<file path="src/design/tlc_pkg.sv">
// Shared constants for the temperature loop command handshake.
// Assumes 16-bit output and input words exchanged on one clock.
package tlc_pkg;
  // Command word layout: [15:12] tag, [11:8] write item/op, [7:4]
  // monitor item, [3:0] loop number
  localparam logic [3:0]  CMD_TAG     = 4'hc;
  localparam int          TAG_MSB     = 15;
  localparam int          WR_MSB      = 11;
  localparam int          MON_MSB     = 7;
  localparam int          LOOP_MSB    = 3;
  localparam logic [3:0]  OP_NIB      = 4'hc;
  // Operation codes in [7:4] when [11:8] is OP_NIB
  localparam logic [3:0]  OP_STOP     = 4'hc;
  localparam logic [3:0]  OP_RUN      = 4'hd;
  localparam logic [3:0]  OP_TUNE     = 4'he;
  localparam logic [3:0]  OP_MANUAL   = 4'hb;
  localparam logic [3:0]  OP_AUTO     = 4'ha;
  localparam logic [3:0]  LOOP_ALL    = 4'ha;
  // Item codes
  localparam logic [3:0]  WR_SHIFT    = 4'h6;
  localparam logic [3:0]  WR_NONE     = 4'h7;
  localparam logic [3:0]  WR_MANUAL   = 4'h8;
  localparam logic [3:0]  WR_ALARM    = 4'ha;
  localparam logic [3:0]  MON_PV      = 4'h7;
  localparam logic [3:0]  MON_MV      = 4'h8;
  localparam logic [3:0]  MON_STAT    = 4'h9;
  localparam logic [3:0]  MON_ALARM   = 4'ha;
  localparam logic [3:0]  MON_CURR    = 4'hb;
  // Answer codes and limits, currents in 0.1 A
  localparam logic [15:0] ERR_SETTING = 16'hee01;
  localparam logic [15:0] CURR_ERR    = 16'he500;
  localparam logic [15:0] ALARM_OFF   = 16'h0000;
  localparam logic [15:0] ALARM_FORCE = 16'h01f4;
  localparam logic [15:0] CURR_LIMIT  = 16'h0226;
  localparam logic [15:0] MV_FULL     = 16'h03e8;
  localparam logic [9:0]  DUTY_LAST   = 10'h3e7;
  localparam logic [15:0] WORD_ZERO   = 16'h0000;
  // Status word bit positions
  localparam int          ST_OUT      = 0;
  localparam int          ST_TUNE     = 1;
  localparam int          ST_SENSOR   = 2;
  localparam int          ST_ALARM    = 3;
  localparam int          ST_CT       = 4;
  localparam int          ST_STOP     = 5;
  localparam int          ST_MANUAL   = 6;
  // Parameter reset values, items 0..6 (index 0 lowest)
  localparam logic [6:0][15:0] PARAM_RST = {16'h0000, 16'h0014,
    16'h0008, 16'h0028, 16'h00f0, 16'h0190, 16'h0000};
endpackage : tlc_pkg

</file>
<file path="src/design/io_word_if.sv">
// Output word (host to unit) and input word (unit to host).
// Both ends run on the same clock and reset.
`timescale 1ns/10ps
interface io_word_if (
  input wire logic clk
);
  logic [15:0] out_word;
  logic [15:0] in_word;
  modport host (input clk, output out_word, input in_word);
  modport dev  (input clk, input out_word, output in_word);
endinterface : io_word_if

</file>
<file path="src/design/hb_detect.sv">
// Heater burnout alarm and current-sense error for one loop.
// Assumes current and setting are already on the clk domain.
`timescale 1ns/10ps
module hb_detect
  import tlc_pkg::*;
(
  input  wire logic        clk,
  input  wire logic        sys_rst,
  input  wire logic [15:0] setting,
  input  wire logic [15:0] current,
  input  wire logic        ctl_on,
  output logic             alarm,
  output logic             ct_err
);
  typedef struct packed {
    logic alarm;
    logic ct_err;
  } hb_state_t;

  hb_state_t st_r;
  hb_state_t st_nxt;

  // Latched alarm, cleared only by a zero setting
  always_comb
  begin
    st_nxt = st_r;
    st_nxt.ct_err = (current >= CURR_LIMIT);
    if (setting == ALARM_OFF)
      st_nxt.alarm = 1'b0;
    else if (setting == ALARM_FORCE)
      st_nxt.alarm = 1'b1;
    else if (ctl_on && current < setting)
      st_nxt.alarm = 1'b1;
  end

  // State register; alarm sets while detecting, or on an ALARM_FORCE setting
  always_ff @(posedge clk)
  begin
    if (sys_rst)
      st_r <= '0;
    else
      st_r <= st_nxt;
  end

  assign alarm  = st_r.alarm;
  assign ct_err = st_r.ct_err;
endmodule : hb_detect

</file>
<file path="src/design/temp_loop_dev.sv">
// Unit end: command interpreter and loop monitoring logic.
// Assumes the host drives out_word from a flop on the same clock;
// process value and heater current come from pins.
`timescale 1ns/10ps
module temp_loop_dev
  import tlc_pkg::*;
#(
  parameter int          LOOPS       = 4,
  parameter int          TUNE_CYCLES = 5000,
  parameter logic [15:0] RANGE_LO    = 16'hff38,
  parameter logic [15:0] RANGE_HI    = 16'h0514
)
(
  input  wire logic                   clk,
  input  wire logic                   sys_rst,
  io_word_if.dev                      io,
  input  wire logic [LOOPS-1:0][15:0] pv_raw,
  input  wire logic [LOOPS-1:0][15:0] curr_raw,
  output logic      [LOOPS-1:0]       ctl_out,
  output logic      [LOOPS-1:0]       burnout_alarm_out
);
  import tlc_pkg::*;

  typedef enum logic [1:0] {D_IDLE, D_DATA, D_MON, D_ERR} dstate_t;

  typedef struct packed {
    logic [LOOPS-1:0][15:0]      pv_s1;
    logic [LOOPS-1:0][15:0]      pv_s2;
    logic [LOOPS-1:0][15:0]      cur_s1;
    logic [LOOPS-1:0][15:0]      cur_s2;
    logic [15:0]                 last_out;
    logic [15:0]                 in_word;
    logic [15:0]                 cmd;
    dstate_t                     st;
    logic [LOOPS-1:0][6:0][15:0] prm;
    logic [LOOPS-1:0][15:0]      alarm_set;
    logic [LOOPS-1:0][15:0]      man_mv;
    logic [LOOPS-1:0][15:0]      auto_mv;
    logic [LOOPS-1:0][31:0]      tune_cnt;
    logic [LOOPS-1:0]            run;
    logic [LOOPS-1:0]            manual;
    logic [LOOPS-1:0]            tuning;
    logic [LOOPS-1:0]            ctl;
    logic [9:0]                  duty;
  } dev_state_t;

  dev_state_t q_r;
  dev_state_t q_nxt;

  logic [LOOPS-1:0][15:0] pv_ind;
  logic [LOOPS-1:0]       sensor_err;
  logic [LOOPS-1:0]       ct_err;

  // Per-loop shifted value, range check and alarm detector
  genvar g;
  generate
    for (g = 0; g < LOOPS; g++)
    begin : g_loop
      assign pv_ind[g] = q_r.pv_s2[g] + q_r.prm[g][WR_SHIFT];
      assign sensor_err[g] = $signed(pv_ind[g]) < $signed(RANGE_LO) ||
                             $signed(pv_ind[g]) > $signed(RANGE_HI);
      hb_detect u_hb (
        .clk     (clk),
        .sys_rst (sys_rst),
        .setting (q_r.alarm_set[g]),
        .current (q_r.cur_s2[g]),
        .ctl_on  (q_r.ctl[g]),
        .alarm   (burnout_alarm_out[g]),
        .ct_err  (ct_err[g])
      );
    end
  endgenerate

  // Next-state logic: loops, command decode, write and monitor
  always_comb
  begin
    logic [15:0] w;
    logic [3:0]  wi;
    logic [3:0]  mi;
    logic [3:0]  ln;
    int          li;
    w  = io.out_word;
    wi = w[WR_MSB -: 4];
    mi = w[MON_MSB -: 4];
    ln = w[LOOP_MSB -: 4];
    li = 0;
    q_nxt = q_r;
    q_nxt.pv_s1  = pv_raw;
    q_nxt.pv_s2  = q_r.pv_s1;
    q_nxt.cur_s1 = curr_raw;
    q_nxt.cur_s2 = q_r.cur_s1;
    q_nxt.duty = (q_r.duty == DUTY_LAST) ? 10'h000 : q_r.duty + 10'h001;
    // Loop control and self-tuning timer
    for (int l = 0; l < LOOPS; l++)
    begin
      if (q_r.run[l] && !sensor_err[l] &&
          $signed(pv_ind[l]) < $signed(q_r.prm[l][0]))
        q_nxt.auto_mv[l] = MV_FULL;
      else
        q_nxt.auto_mv[l] = WORD_ZERO;
      if (q_r.manual[l])
        q_nxt.ctl[l] = {6'h00, q_r.duty} < q_r.man_mv[l];
      else
        q_nxt.ctl[l] = q_r.auto_mv[l] != WORD_ZERO;
      if (q_r.tuning[l])
      begin
        if (q_r.tune_cnt[l] <= 32'd1)
        begin
          q_nxt.tuning[l] = 1'b0;
          if (w == {CMD_TAG, OP_NIB, OP_TUNE, 4'(l + 1)} ||
              w == {CMD_TAG, OP_NIB, OP_TUNE, LOOP_ALL})
          begin
            q_nxt.tuning[l]   = 1'b1;
            q_nxt.tune_cnt[l] = 32'(TUNE_CYCLES);
          end
        end
        else
          q_nxt.tune_cnt[l] = q_r.tune_cnt[l] - 32'd1;
      end
    end
    // New word from the host
    if (w != q_r.last_out)
    begin
      q_nxt.last_out = w;
      if (w[TAG_MSB -: 4] == CMD_TAG && wi == OP_NIB)
      begin
        // Operation command: acknowledge and apply
        q_nxt.in_word = w;
        q_nxt.st = D_IDLE;
        for (int l = 0; l < LOOPS; l++)
        begin
          if (ln == LOOP_ALL || ln == 4'(l + 1))
          begin
            case (mi)
              OP_STOP:   q_nxt.run[l] = 1'b0;
              OP_RUN:    q_nxt.run[l] = 1'b1;
              OP_AUTO:   q_nxt.manual[l] = 1'b0;
              OP_MANUAL:
              begin
                if (!q_r.manual[l])
                  q_nxt.man_mv[l] = q_r.auto_mv[l];
                q_nxt.manual[l] = 1'b1;
              end
              OP_TUNE:
              begin
                q_nxt.tuning[l]   = 1'b1;
                q_nxt.tune_cnt[l] = 32'(TUNE_CYCLES);
              end
              default: q_nxt.run[l] = q_r.run[l];
            endcase
          end
        end
      end
      else if (w[TAG_MSB -: 4] == CMD_TAG)
      begin
        // Allocation command: validate codes and loop
        if ((wi <= WR_MANUAL || wi == WR_ALARM) && mi <= MON_CURR &&
            ln >= 4'h1 && ln <= 4'(LOOPS))
        begin
          q_nxt.in_word = w;
          q_nxt.cmd = w;
          q_nxt.st = D_DATA;
        end
        else
        begin
          q_nxt.in_word = ERR_SETTING;
          q_nxt.st = D_ERR;
        end
      end
      else if (q_r.st == D_DATA || q_r.st == D_MON)
      begin
        // Write data, applied to the held command
        li = int'(q_r.cmd[LOOP_MSB -: 4]) - 1;
        q_nxt.st = D_MON;
        if (!q_r.tuning[li])
        begin
          case (q_r.cmd[WR_MSB -: 4])
            WR_NONE:   q_nxt.cmd = q_r.cmd;
            WR_MANUAL: q_nxt.man_mv[li] = w;
            WR_ALARM:  q_nxt.alarm_set[li] = w;
            default:   q_nxt.prm[li][q_r.cmd[WR_MSB-1 -: 3]] = w;
          endcase
        end
      end
    end
    else if (q_r.st == D_MON)
    begin
      // Monitor answer, refreshed every cycle
      li = int'(q_r.cmd[LOOP_MSB -: 4]) - 1;
      case (q_r.cmd[MON_MSB -: 4])
        MON_PV:    q_nxt.in_word = pv_ind[li];
        MON_MV:    q_nxt.in_word = q_r.manual[li] ? q_r.man_mv[li]
                                                  : q_r.auto_mv[li];
        MON_STAT:  q_nxt.in_word = {9'h000, !q_r.manual[li] ? 1'b0 : 1'b1,
                                    !q_r.run[li], ct_err[li],
                                    burnout_alarm_out[li], sensor_err[li],
                                    q_r.tuning[li], q_r.ctl[li]};
        MON_ALARM: q_nxt.in_word = q_r.alarm_set[li];
        MON_CURR:  q_nxt.in_word = ct_err[li] ? CURR_ERR
                                              : q_r.cur_s2[li];
        default:   q_nxt.in_word = q_r.prm[li][q_r.cmd[MON_MSB-1 -: 3]];
      endcase
    end
  end

  // State register; power-up stopped, auto, nothing pending
  always_ff @(posedge clk)
  begin
    if (sys_rst)
    begin
      q_r <= '0;
      for (int l = 0; l < LOOPS; l++)
        q_r.prm[l] <= PARAM_RST;
    end
    else
      q_r <= q_nxt;
  end

  assign io.in_word = q_r.in_word;
  assign ctl_out    = q_r.ctl;
endmodule : temp_loop_dev

</file>
<file path="src/flat_wrapper.sv">
// flat-port wrapper written by rule: the top's interface ports become plain ports
module temp_loop_dev_flat import tlc_pkg::*;
#(
  parameter int          LOOPS       = 4,
  parameter int          TUNE_CYCLES = 5000,
  parameter logic [15:0] RANGE_LO    = 16'hff38,
  parameter logic [15:0] RANGE_HI    = 16'h0514
)
  (clk, sys_rst, pv_raw, curr_raw, ctl_out, burnout_alarm_out, io_out_word, io_in_word);
  io_word_if io_i (.clk(clk));
  input  wire logic clk;
  input  wire logic sys_rst;
  input  wire logic [LOOPS-1:0][15:0] pv_raw;
  input  wire logic [LOOPS-1:0][15:0] curr_raw;
  output logic      [LOOPS-1:0] ctl_out;
  output logic      [LOOPS-1:0] burnout_alarm_out;
  input wire logic [$bits(io_i.out_word)-1:0] io_out_word;
  output wire logic [$bits(io_i.in_word)-1:0] io_in_word;
  assign io_i.out_word = io_out_word;
  assign io_in_word = io_i.in_word;
  temp_loop_dev #(.LOOPS(LOOPS), .TUNE_CYCLES(TUNE_CYCLES), .RANGE_LO(RANGE_LO), .RANGE_HI(RANGE_HI)) u_core (.clk(clk), .sys_rst(sys_rst), .io(io_i), .pv_raw(pv_raw), .curr_raw(curr_raw), .ctl_out(ctl_out), .burnout_alarm_out(burnout_alarm_out));
endmodule
</file>
<file path="config.mk">
export PLATFORM = sky130hd
export DESIGN_NAME = temp_loop_dev_flat
export DESIGN_NICKNAME = d
export VERILOG_FILES = /design/src/design/tlc_pkg.sv /design/src/design/io_word_if.sv /design/src/design/hb_detect.sv /design/src/design/temp_loop_dev.sv /design/src/flat_wrapper.sv
export SDC_FILE = /design/constraint.sdc
export NUM_CORES = 2
export LEC_CHECK = 0
export ABC_AREA = 1
export BUFFER_PORTS_ARGS = -buffer_cell sky130_fd_sc_hd__clkbuf_2
export CAP_MARGIN = 20
export CORE_AREA = 5 5 372 374
export CTS_BUF_LIST = sky130_fd_sc_hd__clkbuf_16
export CTS_CLUSTER_SIZE = 10
export DETAILED_ROUTE_END_ITERATION = 8
export DIE_AREA = 0 0 377 379
export GPL_TIMING_DRIVEN = 1
export SETUP_SLACK_MARGIN = 0.2
export SYNTH_ARGS = -nofsm -noshare
export SYNTH_HDL_FRONTEND = slang
export SYNTH_HIERARCHICAL = 1
export SYNTH_SLANG_ARGS = --single-unit
</file>
<file path="constraint.sdc">
create_clock -name clk -period 4.05 [get_ports clk]
set_clock_uncertainty 0.2 [all_clocks]
set_input_delay 0.405 -clock clk [delete_from_list [all_inputs] [get_ports clk]]
set_output_delay 0.405 -clock clk [all_outputs]
set_load 0.02 [all_outputs]
</file>
### Word level (Yosys, flattened, before mapping)

Index checks and enable logic that the tools add are counted.
Widths: inputs -> output; s select.

* add/sub/neg operators: 10
* reductions and logical operators: 78
* order comparisons: 37
* equal/unequal tests: 46
* muxes and demuxes: 150
* bitwise logic cells: 4

Operators by type and width (number)
* $mux 32: 20
* $mux 578: 1
* $mux 576: 1
* $mux 16: 32
* $bwmux 448: 1
* $mux 448: 1
* $mux 112: 3
* $mux 140: 2
* $mux 64: 4
* $bmux 112 s2: 1
* $demux 112 s2: 1
* $bmux 16 s2: 5
* $bwmux 64: 2
* $le 32x1->1 const B: 4
* $lt 16x16->1: 8
* $sub 32x1->32 const B: 4
* $eq 16x16->1 const B: 5
* $pmux 16 s5: 1
* $add 16x16->16: 4
* $eq 16x9->1 const B: 4
* $ge 16x10->1 const B: 4
* $gt 16x12->1 const B: 4
* $logic_not 16->1: 4
* $lt 10x16->1: 4
* other kinds (44): 205

* flip-flop bits (word level): 1104
* word-level logic and storage cells: 408

### Longest topological paths before layout

* depth after elaboration: 12
* depth in mapped cells: 24
* mapped depth without buffers: 22

### Modules after synthesis

The synthesis kept the hierarchy.

Modules (own cells, without submodules)
* temp_loop_dev: sequential area each 20739.9 µm², instances 1, cells an instance 7268, area each 51159.1 µm²
* hb_detect: sequential area each 40.0 µm², instances 4, cells an instance 94, area each 578.1 µm²

### Worst setup path before layout

No wires, ideal clock.

* path kind: flip-flop to flip-flop
* start point: register u_core/q_r[796] (netlist bit)
* end point: register u_core/q_r[326] (netlist bit)
* data arrival time: 3.265 ns
* cell stages (with the launch flop): 22
* path buffers: 7
* slack: 0.457 ns
* setup time: 0.128 ns
* cells stage by stage: dfxtp_1 buf_2 inv_2 buf_2 clkbuf_1 buf_2 buf_2 ha_1 buf_4 a21oi_1 o21ai_1 nand2_1 inv_2 nor2_1 inv_2 nor2_4 nand4_1 nor3_2 nand2_1 clkbuf_1 o21ai_0 a21oi_1

* cells in the longest elaborated chain, start to end: 6
* elaborated cells between the ends (all ways): 12
* those cells by class: 1 x add/sub; 2 x order compare; 6 x mux; 1 x bitwise; 2 x reduce/logical

Ends and longest elaborated chain
* start: declaration: line temp_loop_dev.sv:47 `dev_state_t q_r;`
* start signal: assignment: line temp_loop_dev.sv:216 `q_r <= q_nxt;`
* $sub 4x1->5 (*): line temp_loop_dev.sv:173 `li = int'(q_r.cmd[LOOP_MSB -: 4]) - 1;`
* $ge 32x1->1 (implied by the code) (tied with other cells): line temp_loop_dev.sv:180 `WR_ALARM: q_nxt.alarm_set[li] = w;`
* $logic_and 1x1->1 (implied by the code) or $mux 1 (tied branches): line temp_loop_dev.sv:180, temp_loop_dev.sv:175
* $mux 16 (implied by the code) or $mux 1 (tied branches): line temp_loop_dev.sv:180, temp_loop_dev.sv:175
* $demux 16 s2 or $not 1->1 (tied branches)
* $bwmux 64 or $reduce_and 6->1 (tied branches)

Mark *: on every way between the ends. The rest lies on a longest branch, timed or not. The select of a mux whose other input is x is not followed.
A chain may end at the register's enable or synchronous reset.

### Worst setup path in the final report

* start point: register u_core/q_r[972] (netlist bit)
* end point: register u_core/q_r[162] (netlist bit)

* cells in the longest elaborated chain, start to end: 7
* elaborated cells between the ends (all ways): 9
* those cells by class: 1 x add/sub; 3 x order compare; 1 x mux; 4 x reduce/logical

Ends and longest elaborated chain
* $add 16x16->16 (*): line temp_loop_dev.sv:59 `assign pv_ind[g] = q_r.pv_s2[g] + q_r.prm[g][WR_SHIFT];`
* $lt 16x9->1 or $gt 16x12->1 (tied branches): line temp_loop_dev.sv:60, temp_loop_dev.sv:61
* $logic_or 1x1->1: line temp_loop_dev.sv:60 `assign sensor_err[g] = $signed(pv_ind[g]) < $signed(RANGE_LO) ||`
* $logic_not 1->1: line temp_loop_dev.sv:96 `if (q_r.run[l] && !sensor_err[l] &&`
* $logic_and 1x1->1: line temp_loop_dev.sv:96
* $logic_and 1x1->1 (*): line temp_loop_dev.sv:96
* $mux 10 (*): line temp_loop_dev.sv:96

Mark *: on every way between the ends. The rest lies on a longest branch, timed or not.

==> impl_metrics.csv <==
group,metric,value,unit
timing,fin_crit,3.71,ns
cells_and_area,drive_above_1_share,7.73,%
timing,relSlewSlack,25.1,%
detailed_routing,dr.pass1.iters,6,
cells_and_area,final_cells,9646,
logic_synthesis,syn_area_per_cell,7.00,um2
worst_setup_path,cp.required,4.49,ns
logic_synthesis,syn_nets,8021,
detailed_routing,via_per_inst,5.47,
detailed_routing,drc_errors,0,
logic_synthesis,async_flop_share,0,%
timing,whs,0.0744,ns
power,power_density,370,nW/um2
logic_synthesis,synth_seq_cells,1044,
cells_and_area,multi_input_area,26800,um2
power,power.total,0.0228,W
detailed_routing,finalWirelength,205,mm
outcome,status,"completed",
clocking,clock_latency,0.77,ns
global_route,antenna_found_initial,8,
detailed_routing,via_count,52700,
placed_design,gp_congestion,1.05,
worst_setup_path,crit_path_start_kind,"register",
floorplan,core,135000,um2
logic_synthesis,ys_types,70,
logic_synthesis,synth_area,53500,um2
placed_design,hpwlAfterDp,148,mm
floorplan,initial_core_util,39.7,%
cells_and_area,n_fill_cell,13600,
worst_hold_path,hp-class,"input port to register",
logic_synthesis,ys.flop_type,"dfxtp_1",
floorplan,die_area,143000,um2
timing,fmax,0.270,GHz
detailed_routing,ant_nets,0,
detailed_routing,routedWlPerCell,21.3,um
timing,rsz0062_at_grt,"no",
job,maxCapViolations,0,
placed_design,portBuffers,169,
worst_setup_path,worst-setup-path-type,"register to register",
detailed_routing,topRoutingLayerUsed,"met5",
timing,tns,0,ns
detailed_routing,wirelength_met1,90.2,mm
worst_setup_path,crit_path_end_kind,"register",
logic_synthesis,yosys_warnings,6,
logic_synthesis,synth_enable_flop_cells,0,
power,leakagePower,26.9,nW
cells_and_area,post-route-util,45.7,%
cells_and_area,mostFrequentLayoutCell,"dfxtp_1",
logic_synthesis,ys_seq_area_share,39.1,%
clocking,cts.sinks,1044,
clocking,post-cts-setup-buffer-count,0,
timing,slew_viol_final,0,
cells_and_area,final_cell_mix,"dfxtp_1, inv_1, nand2_1",
cells_and_area,ff_latch_area,20900,um2
global_route,grt_usage,27.8,%
global_route,grt_pass1_vias,48100,
power,vdd_drop_max,0.370,mV
global_route,grt_max_degree,165,
clocking,htree_levels,4,
global_route,grt_pass1_wl,304,mm
clocking,clockBufferDepth,3,
clocking,cts_tree,"built",
cells_and_area,syn_to_final_growth,15.1,%
global_route,overflow,0,
timing,tightest_slew,1.12,ns
worst_setup_path,cp_max_fo,4,
floorplan,die_x,377,um
clocking,root_buffer,"clkbuf_16",
clocking,cts_buffers,130,
placed_design,dp.cells,9281,
floorplan,die_y,379,um
detailed_routing,wl_met3,16.7,mm
floorplan,top_level_ports,170,
logic_synthesis,syn_inst,7644,
detailed_routing,drtIter0Drc,5581,
worst_setup_path,worstPathArrival,4.15,ns
timing,setup_viol,0,
clocking,worst_setup_hold_path_clk_slew,0.05,ns
floorplan,core.rowCount,135,
cells_and_area,nets,8188,
timing,finalCritPeriodShare,91.5,%
detailed_routing,wl_met2,87.6,mm
timing,hold_violations,0,
-- final timing paths --
| path | startpoint | to | slack [ns] | cells after the start |
|---|---|---|---|---|
| max | u_core/q_r[972] | u_core/q_r[162] | 0.34 | 18 |
| min reg2reg | u_core/q_nxt[877] | u_core/q_r[877] | 0.19 | 2 |
| min | io_out_word[15] | u_core/q_r[794] | 0.07 | 5 |
| max reg2reg | u_core/q_r[972] | u_core/q_r[162] | 0.34 | 18 |
-- power breakdown --
group          switching [W]  total (W)  internal [W]
clock                0.00460     0.0107       0.00606
combinational        0.00106    0.00158      0.000526
sequential          0.000109     0.0105        0.0104
-- synthesized netlist by cell type (17+ instances only) --
cell	number	area, um2
a31oi_1	40	250
nor4_1	26	163
dfxtp_1	1044	20900
xor2_1	62	543
nand3_1	193	966
o22ai_1	60	375
inv_2	37	139
a211oi_1	59	443
a21oi_1	997	4990
buf_4	24	180
o211ai_1	74	556
nand4_1	79	494
nor2_2	29	181
nand2_1	998	3750
inv_1	998	3750
nor2_1	928	3480
nor3_1	84	420
buf_2	89	445
ha_1	227	2840
nand3b_1	17	128
o21ai_1	37	185
clkbuf_1	320	1200
o21ai_0	966	4830
xnor2_1	37	324
-- final cells by class --
type	count	area share (%)
Multi-Input combinational cell	5108	43.5
Sequential cell	1044	34.0
Inverter	1043	6.40
Timing Repair Buffer	484	6.33
Clock buffer	132	5.37
Tap cell	1781	3.62
Clock inverter	50	0.760
Antenna cell	4	0.0163
-- sequential cells by signal (all words and copies together) (netlist names) --
name and flops:
u_core/q_r 888, u_core/q_nxt 128, u_core/g_loop.u_hb/alarm 4, u_core/ctl_out 4, u_core/g_loop.u_hb/ct_err 4, u_core/io.in_word 16
-- kinds of logic (layout without fill, tap and decap cells) --
group	Yosys count	in the layout	synth area share, %
XOR/XNOR	99	99	1.62
adder cells (fa/ha/maj)	231	231	5.46
buffers and inverters	1492	1709	10.9
AO/OA/AOI/OAI	2358	2358	23.9
AND/OR/NAND/NOR	2420	2420	19.1
flip-flops	1044	1044	39.1
other	0	4	0
-- routing by layer --
| layer | vias up | GRT usage [%] |
|---|---|---|
| li1 | 25500 | - |
| met1 | 24600 | 38.4 |
| met2 | 2155 | 42.3 |
| met3 | 419 | 4.77 |
| met4 | 6 | 13.2 |
| met5 | - | 0 |
-- timing repair --
item,CTS,global route
endpoints found under the setup margin,0,16
endpoints found under the hold margin,201,0
gates resized for setup,0,4
hold buffers,171,0
-- stage by stage --
step / instance area, um2 / worst slack, ns
detailed placement: 55900 / 0.312
global route: 61500 / 0.230
finish: 61500 / 0.343
global placement: 55900 / 0.258
floorplan: 53500 / 0.457
CTS: 61400 / 0.235
-- critical path, stage by stage (launching register included) --
cell and delay (ns):
dfxtp_1 0.34, ha_1 0.23, fa_1 0.46, nand3_1 0.14, nand2_1 0.13, nand2_1 0.11
nand2_1 0.10, nand2_1 0.10, nand2_1 0.05, nand2_1 0.05, nand2_1 0.24, ha_1 0.29
a21oi_1 0.17, nor2_1 0.05, a211oi_1 0.24, nor3_1 0.10, a211oi_1 0.26, xor2_1 0.25
nor2_1 0.06
Power figures use the tool's default switching activity.
